<file path="config.mk">
export PLATFORM = sky130hd
export DESIGN_NAME = exec_core
export DESIGN_NICKNAME = d
export VERILOG_FILES = /design/src/rtl/exec_pkg.sv /design/src/rtl/alu_if.sv /design/src/rtl/exec_alu.sv /design/src/rtl/exec_core.sv
export SDC_FILE = /design/constraint.sdc
export NUM_CORES = 1
export LEC_CHECK = 0
export BUFFER_PORTS_ARGS = -buffer_cell sky130_fd_sc_hd__buf_2
export CAP_MARGIN = 5
export CORE_MARGIN = 2
export CORE_UTILIZATION = 60
export CTS_BUF_LIST = sky130_fd_sc_hd__clkbuf_8
export CTS_CLUSTER_SIZE = 20
export DETAILED_ROUTE_END_ITERATION = 7
export PLACE_DENSITY = 0.88
export SETUP_SLACK_MARGIN = 0.2
export SLEW_MARGIN = 25
export SYNTH_ARGS = -nofsm -noshare
export SYNTH_HDL_FRONTEND = slang
export SYNTH_SLANG_ARGS = --single-unit
</file>
<file path="constraint.sdc">
create_clock -name REF_CLK -period 6.6 [get_ports REF_CLK]
set_input_delay 0.99 -clock REF_CLK [delete_from_list [all_inputs] [get_ports REF_CLK]]
set_output_delay 0.99 -clock REF_CLK [all_outputs]
set_load 0.01 [all_outputs]
</file>
<file path="src/rtl/exec_pkg.sv">
// Shared constants and types for the instruction execute block.
// Assumes one 50 MHz clock and an APB master with 32-bit data.
package exec_pkg;

   // ---------------------------------------------------------------
   // Types
   // ---------------------------------------------------------------
   typedef logic [13:0] instr_t;
   typedef logic [12:0] pc_t;
   typedef logic [11:0] apb_addr_t;
   typedef logic [31:0] word_t;

   typedef enum logic [1:0] {
      ST_EXEC  = 2'h1,
      ST_FLUSH = 2'h2
   } exec_st_t;

   // ---------------------------------------------------------------
   // Register offsets (byte addresses)
   // ---------------------------------------------------------------
   localparam apb_addr_t OFS_CTRL  = 12'h000;
   localparam apb_addr_t OFS_WREG  = 12'h004;
   localparam apb_addr_t OFS_LATCH = 12'h008;
   localparam apb_addr_t OFS_STAT  = 12'h00C;
   localparam apb_addr_t OFS_PC    = 12'h010;
   localparam apb_addr_t OFS_FILE  = 12'h040;

   // ---------------------------------------------------------------
   // Field positions and reset values
   // ---------------------------------------------------------------
   localparam int CTRL_RUN_BIT   = 0;
   localparam int STAT_Z_BIT     = 0;
   localparam int STAT_FLUSH_BIT = 1;
   localparam int STAT_Q_LSB     = 4;
   localparam int IR_DEST_BIT    = 7;
   localparam int LATCH_HI       = 4;
   localparam int LATCH_LO       = 3;
   localparam logic       CTRL_RST  = 1'h0;
   localparam pc_t        PC_RST    = 13'h0000;
   localparam logic [7:0] W_RST     = 8'h00;
   localparam logic [4:0] LATCH_RST = 5'h00;

   // ---------------------------------------------------------------
   // Instruction classes, opcodes, Q phases
   // ---------------------------------------------------------------
   localparam logic [1:0] CLS_FILE = 2'h0;
   localparam logic [1:0] CLS_BR   = 2'h2;
   localparam logic [1:0] CLS_LIT  = 2'h3;
   localparam logic [3:0] OP_COMP  = 4'h9;
   localparam logic [3:0] OP_DEC   = 4'h3;
   localparam logic [3:0] OP_INC   = 4'hA;
   localparam logic [3:0] OP_INCSZ = 4'hF;
   localparam logic [3:0] OP_ORLIT = 4'h8;
   localparam logic [1:0] Q_DEC    = 2'h0;
   localparam logic [1:0] Q_RD     = 2'h1;
   localparam logic [1:0] Q_PROC   = 2'h2;
   localparam logic [1:0] Q_WR     = 2'h3;

endpackage

</file>
<file path="src/rtl/alu_if.sv">
// Carrier between the sequencer and the decode/compute unit.
// Assumes both ends sit in the same clock domain.
`timescale 1ns/100ps
interface alu_if;
   import exec_pkg::*;
   instr_t     ir;
   logic [7:0] opnd;
   logic [7:0] w;
   logic [7:0] res;
   logic       we_w;
   logic       we_f;
   logic       upd_z;
   logic       is_br;
   logic       is_skz;
   modport core (output ir, opnd, w, input res, we_w, we_f, upd_z, is_br, is_skz);
   modport alu  (input ir, opnd, w, output res, we_w, we_f, upd_z, is_br, is_skz);
endinterface // alu_if

</file>
<file path="src/rtl/exec_alu.sv">
// Combinational decode and compute for the supported opcodes.
// Assumes the sequencer holds ir, opnd and w stable through Q3.
`timescale 1ns/100ps
module exec_alu (
   alu_if.alu a   // Decode/compute side
);
   import exec_pkg::*;

   always_comb begin
      a.res    = a.opnd;
      a.we_w   = 1'b0;
      a.we_f   = 1'b0;
      a.upd_z  = 1'b0;
      a.is_br  = 1'b0;
      a.is_skz = 1'b0;
      case (a.ir[13:12])
         CLS_FILE: begin
            a.we_w  = !a.ir[IR_DEST_BIT];
            a.we_f  = a.ir[IR_DEST_BIT];
            a.upd_z = 1'b1;
            case (a.ir[11:8])
               OP_COMP:  a.res = ~a.opnd;
               OP_DEC:   a.res = a.opnd - 8'h01;
               OP_INC:   a.res = a.opnd + 8'h01;
               OP_INCSZ: begin
                  a.res    = a.opnd + 8'h01;
                  a.upd_z  = 1'b0;
                  a.is_skz = 1'b1;
               end
               default: begin
                  // Unsupported file ops retire as no-operation
                  a.we_w  = 1'b0;
                  a.we_f  = 1'b0;
                  a.upd_z = 1'b0;
               end
            endcase
         end
         CLS_BR:  a.is_br = a.ir[11];
         CLS_LIT: begin
            if (a.ir[11:8] == OP_ORLIT) begin
               a.res   = a.w | a.ir[7:0];
               a.we_w  = 1'b1;
               a.upd_z = 1'b1;
            end
         end
         default: ;
      endcase
   end

endmodule // exec_alu

</file>
<file path="src/rtl/exec_core.sv">
// Instruction execute block: Q-phase sequencer, W, zero flag, file
// registers, program counter and APB register slave.
// Assumes program memory answers PM_ADDR with PM_DATA by Q1.
//
// Function
// - File ops: destination bit 0 writes W, 1 writes the file register.
// - Complement inverts the file register, routes by destination, updates Z.
// - Decrement subtracts one, routes by destination, updates Z.
// - Branch loads PC[10:0] from literal, PC[12:11] from latch bits 4:3.
// - Branch takes two cycles; second cycle does nothing in any phase.
// - Branch first cycle: decode Q1, read Q2, process Q3, write PC Q4.
// - Increment adds one with wrap to zero, routes by destination, updates Z.
// - Increment-skip stores result; zero result flushes next instruction.
// - OR-literal ORs the 8-bit literal into W and updates Z.
// - Single-cycle ops: decode Q1, read Q2, process Q3, write Q4.
`timescale 1ns/100ps
module exec_core #(
   parameter int FILE_DEPTH = 16
) (
   input  wire logic               REF_CLK,   // 50 MHz clock
   input  wire logic               RESET_N,   // Sync reset, active low
   input  wire logic               PSEL,      // APB select
   input  wire logic               PENABLE,   // APB access phase
   input  wire logic               PWRITE,    // APB write
   input  wire exec_pkg::apb_addr_t PADDR,    // APB byte address
   input  wire exec_pkg::word_t    PWDATA,    // APB write data
   output exec_pkg::word_t         PRDATA,    // APB read data
   output logic                    PREADY,    // APB ready
   output logic                    PSLVERR,   // APB error
   output exec_pkg::pc_t           PM_ADDR,   // Program memory address
   input  wire exec_pkg::instr_t   PM_DATA    // Program memory word
);
   import exec_pkg::*;

   // ---------------------------------------------------------------
   // Parameter check
   // ---------------------------------------------------------------
   localparam int AW = $clog2(FILE_DEPTH);

   if (FILE_DEPTH < 2 || FILE_DEPTH > 128 ||
       (FILE_DEPTH & (FILE_DEPTH - 1)) != 0) begin : g_bad_depth
      $error("FILE_DEPTH must be a power of two from 2 to 128");
   end

   // ---------------------------------------------------------------
   // State
   // ---------------------------------------------------------------
   typedef struct packed {
      exec_st_t                    st;
      logic [1:0]                  q;
      logic                        run;
      pc_t                         pc;
      logic [4:0]                  latch;
      logic [7:0]                  w;
      logic                        z;
      logic                        skip_inc;
      instr_t                      ir;
      logic [7:0]                  opnd;
      logic [7:0]                  res;
      logic [FILE_DEPTH-1:0][7:0]  files;
      word_t                       prdata;
      logic                        pready;
      logic                        pslverr;
   } state_t;

   localparam state_t RST = '{st: ST_EXEC, q: Q_DEC, run: CTRL_RST, pc: PC_RST,
                              latch: LATCH_RST, w: W_RST, default: '0};

   state_t s;
   state_t n;
   logic   cyc_go;
   logic   core_we_w;
   logic   core_we_f;
   logic   pc_load_br;
   logic   setup;
   logic   wr_acc;
   word_t  rd;

   alu_if a ();

   exec_alu u_alu (
      .a (a.alu)
   );

   assign a.ir   = s.ir;
   assign a.opnd = s.opnd;
   assign a.w    = s.w;

   // ---------------------------------------------------------------
   // Decode helpers
   // ---------------------------------------------------------------
   function automatic logic [AW-1:0] fidx(input instr_t ir);
      return ir[AW-1:0];
   endfunction

   function automatic logic file_hit(input apb_addr_t ad);
      return ad >= OFS_FILE && ad < OFS_FILE + 12'(4 * FILE_DEPTH)
             && ad[1:0] == 2'h0;
   endfunction

   function automatic logic [AW-1:0] apb_idx(input apb_addr_t ad);
      return ad[AW+1:2];
   endfunction

   // ---------------------------------------------------------------
   // Next state
   // ---------------------------------------------------------------
   always_comb begin
      n          = s;
      core_we_w  = 1'b0;
      core_we_f  = 1'b0;
      pc_load_br = 1'b0;
      rd         = 32'h0000_0000;
      // Stopping only at a cycle boundary keeps Q phases whole
      cyc_go     = s.run || s.q != Q_DEC;
      setup      = PSEL && !PENABLE;
      wr_acc     = PSEL && PENABLE && s.pready && PWRITE;

      if (cyc_go) begin
         n.q = s.q + 2'h1;
      end

      if (cyc_go && s.st == ST_EXEC) begin
         case (s.q)
            Q_DEC:  n.ir   = PM_DATA;
            Q_RD:   n.opnd = s.files[fidx(s.ir)];
            Q_PROC: n.res  = a.res;
            Q_WR: begin
               core_we_w = a.we_w;
               core_we_f = a.we_f;
               if (core_we_w) begin
                  n.w = s.res;
               end
               if (core_we_f) begin
                  n.files[fidx(s.ir)] = s.res;
               end
               if (a.upd_z) begin
                  n.z = s.res == 8'h00;
               end
               if (a.is_br) begin
                  pc_load_br = 1'b1;
                  n.pc = {s.latch[LATCH_HI:LATCH_LO], s.ir[10:0]};
                  n.st = ST_FLUSH;
               end else begin
                  n.pc = s.pc + 13'h0001;
                  if (a.is_skz && s.res == 8'h00) begin
                     // Discarded word is stepped over at the flush end
                     n.st       = ST_FLUSH;
                     n.skip_inc = 1'b1;
                  end
               end
            end
            default: ;
         endcase
      end else if (cyc_go && s.st == ST_FLUSH && s.q == Q_WR) begin
         // Whole cycle idle; only the skip step of the PC remains
         n.st       = ST_EXEC;
         n.skip_inc = 1'b0;
         if (s.skip_inc) begin
            n.pc = s.pc + 13'h0001;
         end
      end

      // APB: answer is prepared in setup, presented in access
      rd[STAT_Z_BIT]                  = s.z;
      rd[STAT_FLUSH_BIT]              = s.st == ST_FLUSH;
      rd[STAT_Q_LSB+1:STAT_Q_LSB]     = s.q;
      case (PADDR)
         OFS_CTRL:  rd = {31'h0000_0000, s.run};
         OFS_WREG:  rd = {24'h00_0000, s.w};
         OFS_LATCH: rd = {27'h000_0000, s.latch};
         OFS_STAT:  ;
         OFS_PC:    rd = {19'h0_0000, s.pc};
         default: begin
            rd = 32'h0000_0000;
            if (file_hit(PADDR)) begin
               rd[7:0] = s.files[apb_idx(PADDR)];
            end
         end
      endcase

      n.pready  = setup;
      n.pslverr = 1'b0;
      if (setup) begin
         n.pslverr = !(PADDR == OFS_CTRL || PADDR == OFS_WREG ||
                       PADDR == OFS_LATCH || PADDR == OFS_STAT ||
                       PADDR == OFS_PC || file_hit(PADDR));
         n.prdata  = n.pslverr ? 32'h0000_0000 : rd;
      end

      // Software writes land last, so they win over the core
      if (wr_acc) begin
         case (PADDR)
            OFS_CTRL:  n.run   = PWDATA[CTRL_RUN_BIT];
            OFS_WREG:  n.w     = PWDATA[7:0];
            OFS_LATCH: n.latch = PWDATA[4:0];
            OFS_PC:    n.pc    = PWDATA[12:0];
            default: begin
               if (file_hit(PADDR)) begin
                  n.files[apb_idx(PADDR)] = PWDATA[7:0];
               end
            end
         endcase
      end
   end

   always_ff @(posedge REF_CLK) begin
      if (!RESET_N) begin
         s <= RST;
      end else begin
         s <= n;
      end
   end

   assign PRDATA  = s.prdata;
   assign PREADY  = s.pready;
   assign PSLVERR = s.pslverr;
   assign PM_ADDR = s.pc;

   logic       file_op;
   logic [3:0] op;

   assign file_op = s.ir[13:12] == CLS_FILE;
   assign op      = s.ir[11:8];
endmodule // exec_core

</file>
==> reports/qor.yml <==
grt_pass1_wl_um: 61400
finalSetupViolations: 0
dieArea_um2: 22400
cts_hold_buf: 0
cts_tree: "built"
crit_path_max_fanout: 25
initial_utilization_pct: 60.8
drive_gt1_share_pct: 15.5
period_needed_ns: 4.03
async_flop_share_pct: 0
synth_top_area_share_pct: 32.4
clock_sinks: 206
r2r_end: "s[123]"
cp-end-kind: "register"
synth_warnings: 0
fmaxAchievable_mhz: 248
gp_congestion: 1.04
outcome: "complete, but fails checks"
wirelength_um: 39800
ys_ff_latch: 206
fin_crit_sh_pct: 61.0
grt_overflow: 0
cp-start-kind: "register"
clock_path_buffers: 3
worst_pin_slew_ns: 1.11
firstDrtPassIters: 8
first_iter_violations: 1746
synth_area_leaders: "dfxtp_1 (32%), mux4_2 (14%), nand2_1 (8.4%), o21ai_0 (6.7%), mux2i_1 (5.7%)"
p_leak_nw: 4.59
r2r_cells: 6
p_sw_share_pct: 28.1
violations: "design-rule violations"
combPwrFrac_pct: 10.4
power_frac_clock_pct: 42.7
die_w_um: 150
slew_headroom_pct: 26.0
grt_max_degree: 96
worstSetupPathType: "reg2reg"
synth-main-ff-cell: "dfxtp_1"
fin_setup_tns_ns: 0
r2r_slack_ns: 2.57
fin_area_um2: 13400
p_sw_mw: 0.791
ctsResizeCount: 0
vias: 12279
hpwl_um: 26000
num_rows: 53
syn-cell-area_um2: 12700
ys_seq_area_share_pct: 32.4
drv_slew: 0
synth_top_area_cell: "dfxtp_1"
drc: 1
grt_pass1_vias: 11432
ir_drop_uv: 174
post-cts-setup-buffers: 0
yosysUniqueCellTypes: 68
areaGrowthSynthToFinish_pct: 5.54
fill_cells: 1661
io_buffers: 71
cts_buffers: 36
finClkSkew_ns: 0.0343
p_seq_share_pct: 46.9
crit_required_ns: 7.00
hold-path-cell-count: 1
finalHoldViolCount: 0
finalNetCount: 1540
power_density_nw_per_um2: 209
die_y_um: 150
worstHoldStart: "PRDATA[0]"
antenna_cells: 0
hp-class: "reg2reg"
synth_edf_count: 0
cap_viol_max_count: 0
postSynthAreaPerCell_um2: 8.42
cts-root-buf: "clkbuf_8"
fp.coreArea_um2: 21000
cts-htree-levels: 2
timing.rr.start: "s[221]"
antenna_found_initial: 0
wire_per_inst_um: 22.5
placed_area_um2: 12700
ios: 110
synth_cells: 1513
hold_end: "PRDATA[0]"
path_clk_slew_ns: 0.06
vias_per_cell: 6.95
ant_nets: 0
arrival_ns: 4.43
grt_usage_pct: 35.0
clock_latency_ns: 0.55
p_int_mw: 2.02
rsz0062_at_grt: "no"
## registers in the layout, summed over array words and instances, names as in the netlist
signal   cells
s          148
a.ir        14
PM_ADDR     13
PRDATA      13
a.opnd       8
a.w          8
PREADY       1
PSLVERR      1
## synth_stat cells, types with 11 or more instances
cell type / count
nor2_1: 58
mux4_2: 77
buf_2: 11
dfxtp_1: 206
and3_1: 14
a22oi_1: 16
o21ai_0: 170
nor3_1: 19
nand2_1: 284
mux2i_1: 73
clkbuf_1: 111
a21oi_1: 81
nand4_1: 12
a21boi_0: 23
buf_4: 45
nand3_1: 27
a31oi_1: 76
o211ai_1: 13
inv_1: 15
nor2b_1: 13
buf_1: 13
## cell families (layout without fill, tap and decap cells)
group | count (synthesis) | after routing | share of synthesized area, %
other cells | 1 | 19 | 0.0294
fa+ha+maj | 9 | 9 | 0.884
mux | 152 | 152 | 19.5
flops | 206 | 206 | 32.4
simple gates | 474 | 474 | 16.9
compound gates | 457 | 457 | 21.7
xor+xnor | 17 | 17 | 1.17
buf+inv | 197 | 159 | 7.36
## metal layers
layer | up-vias | wire length, um | global-route usage [%]
met2 | 970 | 17500 | 52.6
met5 | - | 0 | 0
met3 | 226 | 5510 | 7.99
met1 | 5691 | 14100 | 45.9
met4 | 0 | 2690 | 21.9
li1 | 5392 | - | -
## worst max-delay path, cell delays in order, from the launching register on
cell and delay, ns:
dfxtp_1 0.39, ha_1 0.73, nand3_1 0.92, a2111oi_2 0.90
nand2_1 0.54, mux2i_1 0.31, a21oi_1 0.10
## placed cells by master, fill, tap and decap left out, types with 6 or more instances in the layout
master	instances
and2_1	8
nand3_1	27
nor3_1	18
mux2i_1	73
inv_1	26
a221oi_1	8
xnor2_1	9
clkbuf_8	48
conb_1	19
and3_1	14
nand2_1	284
mux4_2	77
o21ai_0	170
a22o_1	9
ha_1	9
o211ai_1	13
buf_2	70
nor2b_1	13
xor2_1	8
a21boi_0	23
a21oi_1	81
nand4_1	12
a31oi_1	75
a22oi_1	16
nand2b_1	10
dfxtp_1	204
o21ai_1	9
buf_4	11
nor2_1	58
o22ai_1	6
## per-stage QoR
| stage | instances | total power, mW | setup WS [ns] | utilization [%] | hold WS, ns |
|---|---|---|---|---|---|
| 6_report | 1768 | 2.81 | 2.57 | 64.2 | 0.443 |
| 3_5_place_dp | 1705 | 1.63 | 2.80 | 60.7 | 0.434 |
| 5_1_grt | 1768 | 2.89 | 2.52 | 64.2 | 0.469 |
| 3_3_place_gp | 1705 | 1.62 | 2.97 | 60.6 | 0.432 |
| 4_1_cts | 1768 | 2.79 | 2.80 | 64.1 | 0.447 |
| 2_1_floorplan | 1531 | 1.57 | 3.71 | - | 0.426 |
## cell type report
| cell class | instances | area, um2 | area share (%) |
|---|---|---|---|
| multi-input cells | 1128 | 7760 | 57.7 |
| flip-flops and latches | 206 | 4130 | 30.7 |
| clock buffers | 48 | 661 | 4.91 |
| repair buffers | 81 | 433 | 3.22 |
| well taps | 275 | 344 | 2.56 |
| clock inverters | 15 | 67.6 | 0.503 |
| inverters | 15 | 56.3 | 0.419 |
## worst max path at each step
| stage | from | to | slack [ns] | depth (start not counted) |
|---|---|---|---|---|
| final | s[221] | s[123] | 2.57 | 6 |
| after global routing | s[221] | s[125] | 2.52 | 6 |
| after CTS | s[221] | s[123] | 2.80 | 6 |
| after detailed placement | s[221] | s[123] | 2.80 | 6 |
| after global placement | s[221] | s[126] | 2.97 | 6 |
| after floorplan | PADDR[2] | PRDATA[4] | 3.71 | 5 |
## power by group through the flow
stage                     Combinational (mW)  Sequential, mW  Clock, mW
after detailed placement               0.282            1.34          0
after global placement                 0.272            1.34          0
after floorplan                        0.249            1.32          0
after global routing                   0.318            1.32       1.25
after CTS                              0.284            1.32       1.19
final                                  0.293            1.32       1.20
(Power assumes the default switching activity.)
